`config.mk`:
```
export PLATFORM = sky130hd
export DESIGN_NAME = sdpc_top
export DESIGN_NICKNAME = d
export VERILOG_FILES = /design/src/shared/sdpc_pkg.sv /design/src/sdpc_blank.sv /design/src/sdpc_sync.sv /design/src/sdpc_top.sv
export VERILOG_INCLUDE_DIRS = /design/src /design/src/shared
export SDC_FILE = /design/constraint.sdc
export NUM_CORES = 1
export LEC_CHECK = 0
export BUFFER_PORTS_ARGS = -buffer_cell sky130_fd_sc_hd__buf_2
export CORE_UTILIZATION = 28
export CTS_CLUSTER_DIAMETER = 60
export DETAILED_ROUTE_END_ITERATION = 12
export MAX_ROUTING_LAYER = met4
export PLACE_DENSITY = 0.51
export SYNTH_ARGS = -nofsm -noshare
export SYNTH_HDL_FRONTEND = slang
export SYNTH_HIERARCHICAL = 1
export SYNTH_SLANG_ARGS = --single-unit
```
`constraint.sdc`:
```
create_clock -name ref_clk -period 3.78 [get_ports ref_clk]
set_input_delay 0.378 -clock ref_clk [delete_from_list [all_inputs] [get_ports ref_clk]]
set_output_delay 0.378 -clock ref_clk [all_outputs]
set_load 0.03 [all_outputs]
```
`src/shared/sdpc_consts.svh`:
```
// Constants of the stepper drive protection and control block
`ifndef SDPC_CONSTS_SVH
`define SDPC_CONSTS_SVH

// ----------------------------------------------------------------------
// Register map (byte addresses)
// ----------------------------------------------------------------------
`define SDPC_ADDR_CTRL      8'h00
`define SDPC_ADDR_STATUS    8'h04
`define SDPC_ADDR_IRQ_STAT  8'h08
`define SDPC_ADDR_IRQ_MASK  8'h0C

// ----------------------------------------------------------------------
// Field positions and reset values
// ----------------------------------------------------------------------
`define SDPC_CTRL_ALLOW_BIT 0
`define SDPC_ST_OC_BIT      0
`define SDPC_ST_OT_BIT      1
`define SDPC_ST_EN_BIT      2
`define SDPC_ST_VLOW_BIT    3
`define SDPC_ST_EXC_LSB     4
`define SDPC_ST_MODE_LSB    8
`define SDPC_CTRL_RST       32'h0000_0001
`define SDPC_MASK_RST       32'h0000_0000
`define SDPC_EXC_INIT       4'h9

// ----------------------------------------------------------------------
// Timing and thresholds
// ----------------------------------------------------------------------
`define SDPC_CLK_PERIOD_NS  8
`define SDPC_BLANK_NS       5500
`define SDPC_OC_LIMIT_MA    5500
`define SDPC_OT_LIMIT_DC    1440
`define SDPC_POR_MV         4000
`define SDPC_VDD_OK_MV      4750
`define SDPC_SEQ_DIV        4

`endif

```
`src/shared/sdpc_pkg.sv`:
```
// Types of the stepper drive protection and control block
package sdpc_pkg;

    typedef logic [7:0]  sdpc_addr_t;
    typedef logic [31:0] sdpc_data_t;

    typedef struct packed {
        sdpc_addr_t awaddr;
        logic       awvalid;
        sdpc_data_t wdata;
        logic [3:0] wstrb;
        logic       wvalid;
        logic       bready;
        sdpc_addr_t araddr;
        logic       arvalid;
        logic       rready;
    } sdpc_axi_req_s;

    typedef struct packed {
        logic       awready;
        logic       wready;
        logic [1:0] bresp;
        logic       bvalid;
        logic       arready;
        sdpc_data_t rdata;
        logic [1:0] rresp;
        logic       rvalid;
    } sdpc_axi_rsp_s;

    // Active-high excitation of the four windings
    typedef struct packed {
        logic bb;
        logic b;
        logic ab;
        logic a;
    } sdpc_phase_s;

    typedef enum logic [1:0] {
        SDPC_RESP_OKAY   = 2'b00,
        SDPC_RESP_SLVERR = 2'b10
    } sdpc_resp_e;

    typedef enum logic [1:0] {
        SDPC_MODE_RESET = 2'b00,
        SDPC_MODE_RUN   = 2'b01,
        SDPC_MODE_HALT  = 2'b10,
        SDPC_MODE_TRIP  = 2'b11
    } sdpc_mode_e;

endpackage

```
`src/sdpc_blank.sv`:
```
// Overcurrent blanking timer started by each chopping on-period
`timescale 1ns/10ps
module sdpc_blank #(
    parameter int unsigned CYC = 688
) (
    input  wire logic ref_clk,
    input  wire logic rstn,
    input  wire logic clr,
    input  wire logic chop_on,
    output logic      window
);
    localparam int unsigned CW = $clog2(CYC + 1);
    localparam logic [CW-1:0] LOAD = CW'(CYC - 1);

    logic          chop_d_ff;
    logic [CW-1:0] cnt_ff;
    logic [CW-1:0] nxt_cnt;
    wire           rise = chop_on & ~chop_d_ff;
    wire           busy = rise | (cnt_ff != '0);

    assign nxt_cnt = clr  ? '0 :
                     rise ? LOAD :
                     (cnt_ff != '0) ? cnt_ff - CW'(1) : '0;
    // Detection only after the dead time of the on-period
    assign window = chop_on & ~busy & ~clr;

    always_ff @(posedge ref_clk or negedge rstn) begin
        if (!rstn) begin
            chop_d_ff <= 1'b0;
            cnt_ff    <= '0;
        end else begin
            chop_d_ff <= chop_on;
            cnt_ff    <= nxt_cnt;
        end
    end
endmodule

```
`src/sdpc_sync.sv`:
```
// Two-stage synchroniser for a group of pin inputs
`timescale 1ns/10ps
module sdpc_sync #(
    parameter int unsigned W       = 1,
    parameter logic [W-1:0] RST_VAL = '0
) (
    input  wire logic         ref_clk,
    input  wire logic         rstn,
    input  wire logic [W-1:0] din,
    output logic      [W-1:0] dout
);
    logic [W-1:0] meta_ff;
    logic [W-1:0] sync_ff;

    // Only the second stage is visible to the rest of the block
    always_ff @(posedge ref_clk or negedge rstn) begin
        if (!rstn) begin
            meta_ff <= RST_VAL;
            sync_ff <= RST_VAL;
        end else begin
            meta_ff <= din;
            sync_ff <= meta_ff;
        end
    end

    assign dout = sync_ff;
endmodule

```
`src/sdpc_top.sv`:
```
// Stepper drive protection and control with AXI4-Lite registers
//
// Register access over AXI4-Lite and the address map were left to the implementer.
`timescale 1ns/10ps
`include "sdpc_consts.svh"
module sdpc_top #(
    parameter int unsigned SEQ_DIV     = `SDPC_SEQ_DIV,
    parameter logic [15:0] OC_LIMIT_MA = 16'(`SDPC_OC_LIMIT_MA),
    parameter logic [15:0] OT_LIMIT_DC = 16'(`SDPC_OT_LIMIT_DC),
    parameter logic [15:0] POR_MV      = 16'(`SDPC_POR_MV),
    parameter logic [15:0] VDD_OK_MV   = 16'(`SDPC_VDD_OK_MV)
) (
    input  wire logic                   ref_clk,
    input  wire logic                   rstn,
    input  wire logic                   phase_a_in_n,
    input  wire logic                   phase_a_inv_in_n,
    input  wire logic                   phase_b_in_n,
    input  wire logic                   phase_b_inv_in_n,
    input  wire logic                   drive_en,
    input  wire logic                   sys_rst_n,
    input  wire logic                   chop_on,
    input  wire logic [15:0]            cur_ma,
    input  wire logic [15:0]            temp_dc,
    input  wire logic [15:0]            vdd_mv,
    output sdpc_pkg::sdpc_phase_s       exc_ff,
    output logic                        fault_n_o_ff,
    output logic                        fault_n_oe_ff,
    output logic                        irq_ff,
    input  wire sdpc_pkg::sdpc_axi_req_s axi_req,
    output sdpc_pkg::sdpc_axi_rsp_s     axi_rsp
);
    import sdpc_pkg::*;

    localparam int unsigned BLANK_CYC =
        (`SDPC_BLANK_NS + `SDPC_CLK_PERIOD_NS - 1) / `SDPC_CLK_PERIOD_NS;
    localparam int unsigned SW = $clog2(SEQ_DIV + 1);
    localparam logic [SW-1:0] SEQ_LAST = SW'(SEQ_DIV - 1);

    // ------------------------------------------------------------------
    // Pin synchronisation
    // ------------------------------------------------------------------
    logic [6:0] pins_s;
    sdpc_sync #(
        .W       (7),
        .RST_VAL (7'h0F)
    ) u_sync (
        .ref_clk (ref_clk),
        .rstn    (rstn),
        .din     ({chop_on, sys_rst_n, drive_en, phase_b_inv_in_n,
                   phase_b_in_n, phase_a_inv_in_n, phase_a_in_n}),
        .dout    (pins_s)
    );

    wire  chop_s = pins_s[6];
    wire  rst_s  = pins_s[5];
    wire  en_s   = pins_s[4];
    sdpc_phase_s req_ph;
    assign req_ph = sdpc_phase_s'(~pins_s[3:0]);

    // ------------------------------------------------------------------
    // System reset
    // ------------------------------------------------------------------
    logic por_ok_ff;
    logic vdd_low_ff;
    // Reset pin low or supply at or under the power-on level holds the mode, sequencer, blanking timer and drives in reset
    wire  sys_hold = ~rst_s | ~por_ok_ff;

    // ------------------------------------------------------------------
    // Protection detection
    // ------------------------------------------------------------------
    logic oc_win;
    sdpc_blank #(
        .CYC     (BLANK_CYC)
    ) u_blank (
        .ref_clk (ref_clk),
        .rstn    (rstn),
        .clr     (sys_hold),
        .chop_on (chop_s),
        .window  (oc_win)
    );

    wire oc_hit = oc_win & (cur_ma > OC_LIMIT_MA);
    wire ot_hit = temp_dc >= OT_LIMIT_DC;
    wire trip   = oc_hit | ot_hit;

    // ------------------------------------------------------------------
    // Operating mode
    // ------------------------------------------------------------------
    sdpc_mode_e mode_ff;
    sdpc_mode_e nxt_mode;

    always_comb begin
        nxt_mode = mode_ff;
        unique case (mode_ff)
            // A detection in the first cycle after reset must still latch
            SDPC_MODE_RESET: begin
                if (trip) nxt_mode = SDPC_MODE_TRIP;
                else if (en_s) nxt_mode = SDPC_MODE_RUN;
                else nxt_mode = SDPC_MODE_HALT;
            end
            SDPC_MODE_RUN: begin
                if (trip) nxt_mode = SDPC_MODE_TRIP;
                else if (!en_s) nxt_mode = SDPC_MODE_HALT;
            end
            SDPC_MODE_HALT: begin
                if (trip) nxt_mode = SDPC_MODE_TRIP;
                else if (en_s) nxt_mode = SDPC_MODE_RUN;
            end
            SDPC_MODE_TRIP: nxt_mode = SDPC_MODE_TRIP;
        endcase
        if (sys_hold) nxt_mode = SDPC_MODE_RESET;
    end

    // ------------------------------------------------------------------
    // Excitation sequencer
    // ------------------------------------------------------------------
    logic [SW-1:0] seq_cnt_ff;
    sdpc_phase_s   state_ff;
    sdpc_phase_s   nxt_state;
    logic [31:0]   ctrl_ff;

    wire run      = (mode_ff == SDPC_MODE_RUN) & en_s;
    // Sequencer divider stops while disabled, so the state does not sample the phase inputs
    wire seq_tick = run & (seq_cnt_ff == SEQ_LAST);
    // System reset cuts the drives at the next edge, even from run
    wire drive_ok = run & ctrl_ff[`SDPC_CTRL_ALLOW_BIT] & ~trip & ~sys_hold;

    always_comb begin
        nxt_state = state_ff;
        if (sys_hold) begin
            nxt_state = sdpc_phase_s'(`SDPC_EXC_INIT);
        end else if (seq_tick) begin
            nxt_state = req_ph;
            // Conflicting pair requests leave that pair off
            if (req_ph.a & req_ph.ab) begin
                nxt_state.a  = 1'b0;
                nxt_state.ab = 1'b0;
            end
            if (req_ph.b & req_ph.bb) begin
                nxt_state.b  = 1'b0;
                nxt_state.bb = 1'b0;
            end
        end
    end

    always_ff @(posedge ref_clk or negedge rstn) begin
        if (!rstn) begin
            por_ok_ff  <= 1'b0;
            vdd_low_ff <= 1'b1;
            mode_ff    <= SDPC_MODE_RESET;
            seq_cnt_ff <= '0;
            state_ff   <= sdpc_phase_s'(`SDPC_EXC_INIT);
        end else begin
            por_ok_ff  <= vdd_mv > POR_MV;
            vdd_low_ff <= vdd_mv < VDD_OK_MV;
            mode_ff    <= nxt_mode;
            seq_cnt_ff <= (sys_hold | seq_tick) ? '0 :
                          run ? seq_cnt_ff + SW'(1) : seq_cnt_ff;
            state_ff   <= nxt_state;
        end
    end

    // ------------------------------------------------------------------
    // Pin outputs
    // ------------------------------------------------------------------
    always_ff @(posedge ref_clk or negedge rstn) begin
        if (!rstn) begin
            exc_ff        <= '0;
            fault_n_o_ff  <= 1'b0;
            fault_n_oe_ff <= 1'b0;
        end else begin
            exc_ff        <= drive_ok ? state_ff : '0;
            fault_n_o_ff  <= 1'b0;
            fault_n_oe_ff <= nxt_mode == SDPC_MODE_TRIP;
        end
    end

    // ------------------------------------------------------------------
    // AXI4-Lite slave
    // ------------------------------------------------------------------
    logic       aw_got_ff;
    logic       w_got_ff;
    logic [7:0] awaddr_ff;
    logic [31:0] wdata_ff;
    logic [3:0] wstrb_ff;
    logic [31:0] mask_ff;
    logic [1:0] istat_ff;

    wire aw_hs  = axi_req.awvalid & axi_rsp.awready;
    wire w_hs   = axi_req.wvalid & axi_rsp.wready;
    wire aw_hav = aw_got_ff | aw_hs;
    wire w_hav  = w_got_ff | w_hs;
    wire wr_go  = aw_hav & w_hav & ~axi_rsp.bvalid;
    wire nxt_bvalid = wr_go | (axi_rsp.bvalid & ~axi_req.bready);
    wire nxt_aw_got = aw_hav & ~wr_go;
    wire nxt_w_got  = w_hav & ~wr_go;

    wire [7:0]  wr_addr = aw_got_ff ? awaddr_ff : axi_req.awaddr;
    wire [31:0] wr_data = w_got_ff ? wdata_ff : axi_req.wdata;
    wire [3:0]  wr_strb = w_got_ff ? wstrb_ff : axi_req.wstrb;
    wire wr_ctrl = wr_go & (wr_addr == `SDPC_ADDR_CTRL);
    wire wr_mask = wr_go & (wr_addr == `SDPC_ADDR_IRQ_MASK);
    wire wr_ok   = wr_addr == `SDPC_ADDR_CTRL ||
                   wr_addr == `SDPC_ADDR_STATUS ||
                   wr_addr == `SDPC_ADDR_IRQ_STAT ||
                   wr_addr == `SDPC_ADDR_IRQ_MASK;
    wire [31:0] bmask = {{8{wr_strb[3]}}, {8{wr_strb[2]}},
                         {8{wr_strb[1]}}, {8{wr_strb[0]}}};

    wire rd_go = axi_req.arvalid & axi_rsp.arready;
    wire nxt_rvalid = rd_go | (axi_rsp.rvalid & ~axi_req.rready);
    wire rd_stat = rd_go & (axi_req.araddr == `SDPC_ADDR_IRQ_STAT);

    logic [31:0] status_w;
    always_comb begin
        status_w = '0;
        status_w[`SDPC_ST_OC_BIT]   = istat_ff[0];
        status_w[`SDPC_ST_OT_BIT]   = istat_ff[1];
        status_w[`SDPC_ST_EN_BIT]   = en_s;
        status_w[`SDPC_ST_VLOW_BIT] = vdd_low_ff;
        status_w[`SDPC_ST_EXC_LSB +: 4]  = state_ff;
        status_w[`SDPC_ST_MODE_LSB +: 2] = mode_ff;
    end

    logic [31:0] rd_data;
    logic        rd_ok;
    always_comb begin
        rd_ok = 1'b1;
        unique case (axi_req.araddr)
            `SDPC_ADDR_CTRL:     rd_data = ctrl_ff;
            `SDPC_ADDR_STATUS:   rd_data = status_w;
            `SDPC_ADDR_IRQ_STAT: rd_data = {30'h0, istat_ff};
            `SDPC_ADDR_IRQ_MASK: rd_data = mask_ff;
            default: begin
                rd_data = '0;
                rd_ok   = 1'b0;
            end
        endcase
    end

    // Events are fresh trips only; set beats a clearing read
    wire [1:0] ev = {ot_hit, oc_hit} & {2{nxt_mode == SDPC_MODE_TRIP &&
                                          mode_ff != SDPC_MODE_TRIP}};
    wire [1:0] nxt_istat = (rd_stat ? 2'b00 : istat_ff) | ev;

    always_ff @(posedge ref_clk or negedge rstn) begin
        if (!rstn) begin
            axi_rsp   <= '0;
            aw_got_ff <= 1'b0;
            w_got_ff  <= 1'b0;
            awaddr_ff <= '0;
            wdata_ff  <= '0;
            wstrb_ff  <= '0;
            ctrl_ff   <= `SDPC_CTRL_RST;
            mask_ff   <= `SDPC_MASK_RST;
            istat_ff  <= '0;
            irq_ff    <= 1'b0;
        end else begin
            aw_got_ff <= nxt_aw_got;
            w_got_ff  <= nxt_w_got;
            if (aw_hs) awaddr_ff <= axi_req.awaddr;
            if (w_hs) wdata_ff <= axi_req.wdata;
            if (w_hs) wstrb_ff <= axi_req.wstrb;
            axi_rsp.awready <= ~nxt_aw_got & ~nxt_bvalid;
            axi_rsp.wready  <= ~nxt_w_got & ~nxt_bvalid;
            axi_rsp.bvalid  <= nxt_bvalid;
            if (wr_go) axi_rsp.bresp <= wr_ok ? SDPC_RESP_OKAY
                                              : SDPC_RESP_SLVERR;
            axi_rsp.arready <= ~nxt_rvalid;
            axi_rsp.rvalid  <= nxt_rvalid;
            if (rd_go) axi_rsp.rdata <= rd_data;
            if (rd_go) axi_rsp.rresp <= rd_ok ? SDPC_RESP_OKAY
                                              : SDPC_RESP_SLVERR;
            if (wr_ctrl) ctrl_ff <= (ctrl_ff & ~bmask) | (wr_data & bmask);
            if (wr_mask) mask_ff <= (mask_ff & ~bmask) | (wr_data & bmask);
            istat_ff <= nxt_istat;
            irq_ff   <= |(nxt_istat & mask_ff[1:0]);
        end
    end
endmodule

```
# Word-level counts from Yosys, hierarchy flattened
# Cells that the tools add are included.
# word_totals
inputBits	114
ff_bits	195
out_inout_bits	48
# classes
eq_ne	12
addsub	2
n_bitwise	57
n_mux	26
n_lt_le_gt_ge	4
n_reduce_logical	12
# op_table
operator	count
$pmux 32 s4	1
$and 32x32->32	3
$or 32x32->32	2
$eq 8x4->1 const B	4
$mux 32	1
$not 32->32	1
$mux 10	3
$and 1x1->1	25
$mux 2	12
$eq 8x3->1 const B	2
$ge 16x11->1 const B	1
$gt 16x12->1 const B	1
$gt 16x13->1 const B	1
$logic_not 8->1	2
$lt 16x13->1 const B	1
$mux 4	4
$not 1->1	14
$reduce_bool 10->1	1
$sub 10x1->10 const B	1
$mux 8	1
$or 1x1->1	8
$pmux 2 s4	1
$eq 2x2->1 const B	3
$mux 3	2
14 further kinds	18

# Longest topological paths before layout
# Gate-level depths: netlist (run 1).
# logic_depth
word_depth	17
mapped_depth	8

# Modules after synthesis
# Netlist (run 1), hierarchy kept.
# modules_own_cells
module	seq_area_each_um2	area_each_um2	cells_each	instances
sdpc_top	4209.0	7324.5	668	1
sdpc_blank	275.3	570.5	57	1
sdpc_sync	360.3	360.3	14	1

# Worst setup path before layout (run 1)
# Ideal clock, no wire load.
# synth_timing
kind	register to register
start	register u_blank.cnt_ff[0]
end	register mode_ff[1]
setup_ns	0.090
arrival_ns	1.986
slack_ns	1.704
required_time_ns	3.690
path_stages_with_launch	9
cell_sequence	dfrtp_1 inv_1 ha_1 or3b_1 buf_2 nor3_1 and4_1 nand3_1 a41oi_1
# synth_between
elab_chain_len	10
word_cells_on_any_way	12
# synth_rtl
item	line_no	text
start, declared	sdpc_blank.sv:16	logic [CW-1:0] cnt_ff;
start signal, assigned	sdpc_blank.sv:33	cnt_ff <= nxt_cnt;
$reduce_bool 10->1 *	sdpc_blank.sv:19	wire busy = rise | (cnt_ff != '0);
$or 1x1->1 *	sdpc_blank.sv:19	
$not 1->1 *	sdpc_blank.sv:25	assign window = chop_on & ~busy & ~clr;
$and 1x1->1 * (2 in a row)	sdpc_blank.sv:25	
named net oc_win	sdpc_top.sv:71	logic oc_win;
$and 1x1->1 *	sdpc_top.sv:82	wire oc_hit = oc_win & (cur_ma > OC_LIMIT_MA);
$or 1x1->1 *	sdpc_top.sv:84	wire trip = oc_hit | ot_hit;
$mux 2, on equally long branches	sdpc_top.sv:106, sdpc_top.sv:97, sdpc_top.sv:102	
$pmux 2 s4 *	sdpc_top.sv:94	unique case (mode_ff)
$mux 2 *	sdpc_top.sv:111	if (sys_hold) nxt_mode = SDPC_MODE_RESET;
named net nxt_mode[1]	sdpc_top.sv:90	sdpc_mode_e nxt_mode;
end signal, assigned	sdpc_top.sv:156	mode_ff <= nxt_mode;
end, declared	sdpc_top.sv:89	sdpc_mode_e mode_ff;
# The timed path passes the listed nets; every way through them passes the cells marked *.
# A chain may end at the register's enable or synchronous reset.

# Final worst setup path (run 1)
# layout_timing
start	register u_blank.cnt_ff[0]
end	register fault_n_oe_ff
# layout_between
elab_chain_len	11
word_cells_on_any_way	13
# layout_rtl
item	line_no	text
$reduce_bool 10->1 *	sdpc_blank.sv:19	
$or 1x1->1 *	sdpc_blank.sv:19	
$not 1->1 *	sdpc_blank.sv:25	
$and 1x1->1 * (2 in a row)	sdpc_blank.sv:25	
named net oc_win	sdpc_top.sv:71	
$and 1x1->1 *	sdpc_top.sv:82	
$or 1x1->1 *	sdpc_top.sv:84	
$mux 2, on equally long branches	sdpc_top.sv:106, sdpc_top.sv:97, sdpc_top.sv:102	
$pmux 2 s4 *	sdpc_top.sv:94	
$mux 2 *	sdpc_top.sv:111	
$eq 2x2->1 *	sdpc_top.sv:174	fault_n_oe_ff <= nxt_mode == SDPC_MODE_TRIP;
end signal, assigned	sdpc_top.sv:170	fault_n_oe_ff <= 1'b0;
end signal, assigned	sdpc_top.sv:174	
end, declared	sdpc_top.sv:27	output logic fault_n_oe_ff,
# Marks and branches as above.

==> results of run 1 <==
-- path summary, 6_finish.rpt --
path / from / to / slack [ps] / depth (start not counted)
min in group ref_clk: phase_a_in_n / u_sync/meta_ff[0]$_DFF_PN1_ / 40 / 1
hold reg to reg: u_sync/meta_ff[1]$_DFF_PN1_ / u_sync/dout[1]$_DFF_PN1_ / 350 / 0
hold / removal: rstn / wdata_ff[23]$_DFFE_PN0P_ / -30 / 1
max in group asynchronous: rstn / vdd_low_ff$_DFF_PN1_ / 2730 / 2
setup reg to reg: u_blank/cnt_ff[0]$_DFF_PN0_ / fault_n_oe_ff$_DFF_PN0_ / 1350 / 7
setup / recovery: u_blank/cnt_ff[0]$_DFF_PN0_ / fault_n_oe_ff$_DFF_PN0_ / 1350 / 7
-- per-stage QoR --
| stage | hold WS [ps] | util [%] | cells | total power [W] | cell area (um2) |
|---|---|---|---|---|---|
| finish | -33.5 | 34.8 | 1290 | 0.00571 | 10000 |
| global placement | 336 | 32.7 | 1252 | 0.00394 | 9450 |
| global route | 12.0 | 34.8 | 1289 | 0.00605 | 10000 |
| CTS | 20.8 | 34.8 | 1284 | 0.00580 | 10000 |
| floorplan | 82.4 | - | 741 | 0.00361 | 8260 |
| detailed placement | 339 | 32.7 | 1252 | 0.00398 | 9450 |
-- routing by layer --
layer	wire (um)	global-route usage [%]	part of all wire (%)
met1	9580	18.5	48
met2	8970	21.2	45
met3	957	3.93	4.8
met4	247	3.69	1.3
met5	0	-	0
-- layout make-up --
| cell class | instances | share of cell area [%] |
|---|---|---|
| Timing Repair Buffer | 165 | 8.73 |
| Multi-Input combinational cell | 494 | 31.7 |
| Sequential cell | 193 | 48.2 |
| Antenna cell | 6 | 0.149 |
| Inverter | 16 | 0.598 |
| Tap cell | 384 | 4.78 |
| Clock buffer | 18 | 4.37 |
| Clock inverter | 14 | 1.46 |
-- cell usage in the layout (no fill, tap or decap), drive strengths merged, types with 7 or more instances in the layout --
cell	instances
clkbuf	19
nor2	28
o2111ai	9
inv	22
buf	164
mux2	49
nor4	7
a22oi	22
dfstp	12
nand3	9
nand2	114
nor3	10
dfrtp	181
mux2i	41
a21oi	24
o21ai	107
-- power by group --
group          leakage (nW)  switching, W  internal [W]  total (W)
registers              2.49      0.000250       0.00245    0.00270
logic                  1.77      0.000634      0.000575    0.00121
clock network         0.279      0.000849      0.000950    0.00180
-- kinds of logic after synthesis --
| family | count (synthesis) | synth area share (%) |
|---|---|---|
| compound gates | 190 | 14.2 |
| xor+xnor | 3 | 0.318 |
| fa+ha+maj | 3 | 0.455 |
| buf+inv | 54 | 2.99 |
| flops | 193 | 58.7 |
| mux | 90 | 11.7 |
| other cells | 1 | 0.0454 |
| simple gates | 205 | 11.7 |
==> results by group, run 1 <==
Logic synthesis
  – Synth cell types: ~60
  – Seq/Total Area, Yosys: 58.7%
  – Commonest cells in the netlist: dfrtp_1 (181), nand2_1 (114), o21ai_0 (81)
  – Biggest area consumer among synthesized cells: dfrtp_1
  – Top FF cell, synth: dfrtp_1
  – Area fraction of the dominant cell type after synthesis: 54.9%
  – Syn_area_per_cell: 11.2 um2
  – Cell area after synthesis: 8260 um2
  – Synthesized flop and latch total: 193
  – Async SR Flop Fraction: 100%
  – Count leader, synth: dfrtp_1
  – EDFF count, synth: 0
  – Yosys warning count: 6
  – Top cells by area, synth: dfrtp_1 (55%), mux2_2 (6.7%), nand2_1 (5.2%), mux2i_1 (5.0%), o21ai_0 (4.9%)
  – Post-Synthesis Cells: 739

Worst setup path
  – CP Cell Sequence: inv_1 -> ha_1 -> or3b_1 -> nor3_1 -> and4_1 -> nand3_1 -> a31oi_1
  – CP Max Fanout: 8
  – Crit-path slowest cell: or3b_1
  – Critical Path RT: 4110 ps
  – Crit path buffers/inverters: 1
  – Max incr delay on CP: between 400 and 500 ps
  – Crit Path Category: flip-flop to flip-flop
  – Worst Setup End Kind: flip-flop
  – Data arrival, critical path: 2760 ps
  – Launching element type of the critical path: flip-flop
  – Critical path's top delay family: simple AND/OR/NAND/NOR gates

Layout
  – Syn-to-layout area delta: 21.7%
  – Seq. cell area: 4850 um2
  – # nets final: between 1,000 and 1,500
  – Share of post-route cells with drive strength above 1: 31.6%
  – Area of the multi-input gates: 3180 um2
  – Number of fillers in the final layout: 2,980

Job
  – Max-cap violations: 0

Timing
  – Hold slack: -33.5 ps
  – Clk_skew: 10.9 ps
  – Finish-stage setup viols: 0
  – Peak Freq: between 400 and 500 MHz
  – Minimum clock period after layout: 2430 ps
  – Setup TNS: 0 ps
  – RSZ-0062 raised after global routing: no
  – Max-slew violation total from the final report: 0
  – Final Cycle Share: 64.3%
  – Final setup margin: 1350 ps
  – Worst-margin pin slew: 1000 ps
  – Final Hold Fails: 14
  – Rel. slew slack: 32.9%

Power
  – Power per cell area: roughly 570 nW/um2
  – Max VDD drop: 0.338 mV
  – Leak Pwr: approximately 4.5 nW

Floorplan
  – Core footprint: 28,900 um2
  – Die height: 174 um
  – # IOs: around 160
  – FP Rows: 62
  – Starting density of the core: 28.6%
  – Die area: 30,200 um2
  – Die Width: 174 um

Global routing
  – Grt total ovfl: 0
  – Global-route wire length before repair: between 30,000 and 40,000 um
  – Total track usage: 14.1%
  – Vias in the first global route: between 5,000 and 6,000
  – Largest net degree at the start of global routing: between 80 and 90
  – Initial antenna violation count: 5

Drt
  – Detailed-router iteration count before antenna repair: 4
  – Routed wire length: 19,800 um
  – 1st-iter DRT viols: 340
  – ANT nets after route: 0
  – Overall via count from detail_route: between 5,000 and 6,000
  – Routed length per instance: 15.3 um
  – Vias per inst: 4.57
  – DRC: 0

Outcome
  – Failing checks: negative hold slack
  – Status: finished with violations

Clock tree
  – CTS Sinks: 193
  – Max Root-Sink Buffers: 2
  – CTS Buf Count: 17
  – Worst skew pair latency: 430 ps
  – Post-CTS Setup Repair Bufs: 0
  – Hold buffers post-CTS: 0
  – Worst-path clk slew: 80 ps
  – Root buffer cell: clkbuf_16
  – Htree depth: 4
  – Resize count post-CTS: 0
  – CTS tree: done

Placed design
  – I/O Buffers: 153
  – Routability Congestion: 0.778
  – Pre-CTS WS: 1320 ps
  – Post-DP HPWL: 13,900 um

Hold path
  – Worst hold path class: primary input to asynchronous set/reset pin
Note: power is estimated with default switching activity, not from simulation.
==> inputs of run 2 (changes only) <==
==> constraint.sdc (replaced) <==
create_clock -name ref_clk -period 2.5 [get_ports ref_clk]
set_input_delay 0.25 -clock ref_clk [delete_from_list [all_inputs] [get_ports ref_clk]]
set_output_delay 0.25 -clock ref_clk [all_outputs]
set_load 0.03 [all_outputs]
==> run 2 against run 1 <==
The run now ends clean. Global-route usage grew 0.14 points. Clock skew decreased by 2.4 ps. Non-clock buffer count is 25 higher. Clock power up 54%. Largest power group unchanged. Highest routed layer unchanged.
==> results by group, run 2 (same netlist as run 1, synthesis figures left out) <==
Job
  – Max-cap violations: 0

Placed design
  – Routability Congestion: 0.793
  – Post-DP HPWL: 14,500 um
  – Pre-CTS WS: 329 ps
  – I/O Buffers: roughly 150

Clock tree
  – Worst skew pair latency: 420 ps
  – Worst-path clk slew: 70 ps
  – Htree depth: 4
  – Resize count post-CTS: 0
  – CTS Sinks: 193
  – Max Root-Sink Buffers: 2
  – Post-CTS Setup Repair Bufs: 0
  – CTS Buf Count: 17
  – CTS tree: done
  – Root buffer cell: clkbuf_16

Floorplan
  – Core footprint: 28,900 um2
  – Die area: 30,200 um2
  – Die height: 174 um
  – Starting density of the core: 28.6%
  – FP Rows: 62
  – Die Width: between 150 and 200 um
  – # IOs: 162

Timing
  – Final setup margin: 354 ps
  – RSZ-0062 raised after global routing: no
  – Peak Freq: 466 MHz
  – Rel. slew slack: 52.4%
  – Finish-stage setup viols: 0
  – Max-slew violation total from the final report: 0
  – Final Cycle Share: a little under nine tenths
  – Final Hold Fails: 0
  – Setup TNS: 0 ps
  – Worst-margin pin slew: 705 ps
  – Clk_skew: approximately 8.6 ps
  – Minimum clock period after layout: 2150 ps

Global routing
  – Vias in the first global route: 6,102
  – Initial antenna violation count: 5
  – Global-route wire length before repair: roughly 33,000 um
  – Largest net degree at the start of global routing: ~60
  – Total track usage: 14.2%
  – Grt total ovfl: 0

Hold path
  – Worst hold path class: primary input to flip-flop

Drt
  – ANT nets after route: 0
  – Vias per inst: 4.57
  – DRC: 0
  – Routed length per instance: between 15 and 20 um
  – Overall via count from detail_route: 6,005
  – Detailed-router iteration count before antenna repair: 4
  – 1st-iter DRT viols: 354
  – Routed wire length: 19,900 um

Layout
  – Syn-to-layout area delta: 24.9%
  – Commonest non-fill, non-tap cell in the layout: dfrtp_1
  – Seq. cell area: approximately 4800 um2
  – Area of the multi-input gates: 3180 um2
  – Share of post-route cells with drive strength above 1: 32.1%
  – Number of fillers in the final layout: 2,944
  – # nets final: 1,029
  – Final core occ: 35.7%
  – Commonest cells after routing, fill and taps aside: dfrtp_1 (180), buf_2 (152), nand2_1 (113)

Worst setup path
  – Crit Path Category: flip-flop to flip-flop
  – Data arrival, critical path: 2420 ps
  – CP Max Fanout: 7
  – Critical Path RT: roughly 2800 ps
  – Worst Setup End Kind: flip-flop
  – Launching element type of the critical path: flip-flop

Power
  – Power per cell area: 853 nW/um2
  – Max VDD drop: 0.537 mV
  – Leak Pwr: 4.67 nW

Outcome
  – Status: complete, no violations
-- run 2: cell type report --
type / instances / area share [%]
flip-flops and latches: 193 / 47.0
multi-input cells: 494 / 30.9
repair buffers: 190 / 11.0
well taps: 384 / 4.66
clock buffers: 19 / 4.30
clock inverters: 13 / 1.48
inverters: 16 / 0.583
diodes: 5 / 0.121
-- run 2: worst max-delay path, cell delays in order, from the launching register on --
cell and delay, ps:
dfrtp_1 420, inv_1 70, ha_1 200, or3b_1 370, buf_4 170, o41ai_1 680
a31oi_1 90
-- run 2: routing by layer --
metal / global-route usage, % / vias up / wire length, um / share of wire (%)
li1: - / 2997 / - / -
met1: 18.2 / 2872 / 9440 / 47
met2: 22.2 / 126 / 9300 / 47
met3: 3.90 / 10 / 985 / 4.9
met4: 3.51 / 0 / 186 / 0.93
met5: - / - / 0 / 0
-- run 2: report_power, final --
part / switching (W) / internal [W]
clock: 0.00125 / 0.00152
sequential: 0.000343 / 0.00371
combinational: 0.00103 / 0.000943
total: 0.00261 / 0.00618
-- run 2: worst paths after layout --
kind | from | to | slack (ps) | cells after the start
min in group asynchronous | rstn | asynchronous set/reset pin | 380 | 2
worst min-delay path | axi_req[0] | axi_rsp[0]$_DFF_PN0_ | 40 | 2
worst max register to register | u_blank/cnt_ff[0]$_DFF_PN0_ | u_blank/cnt_ff[7]$_DFF_PN0_ | 350 | 6
max in group asynchronous | rstn | u_sync/dout[3]$_DFF_PN1_ | 1340 | 3
worst min register to register | u_sync/meta_ff[1]$_DFF_PN1_ | u_sync/dout[1]$_DFF_PN1_ | 350 | 0
worst max-delay path | u_blank/cnt_ff[0]$_DFF_PN0_ | u_blank/cnt_ff[7]$_DFF_PN0_ | 350 | 6
-- run 2: timing repair --
item,4_1_cts,5_1_grt
hold buffers,11,0
hold endpoints to repair,64,0
endpoints found under the setup margin,0,0
-- run 2: stage by stage --
stage          instances  hold slack [ps]  total power, W  instance area [um2]
6_report            1314             38.2         0.00879                10300
4_1_cts             1309             8.52         0.00894                10300
3_3_place_gp        1266              282         0.00605                 9590
3_5_place_dp        1266              277         0.00610                 9590
2_1_floorplan        741            -45.6         0.00546                 8260
5_1_grt             1314             17.5         0.00931                10300
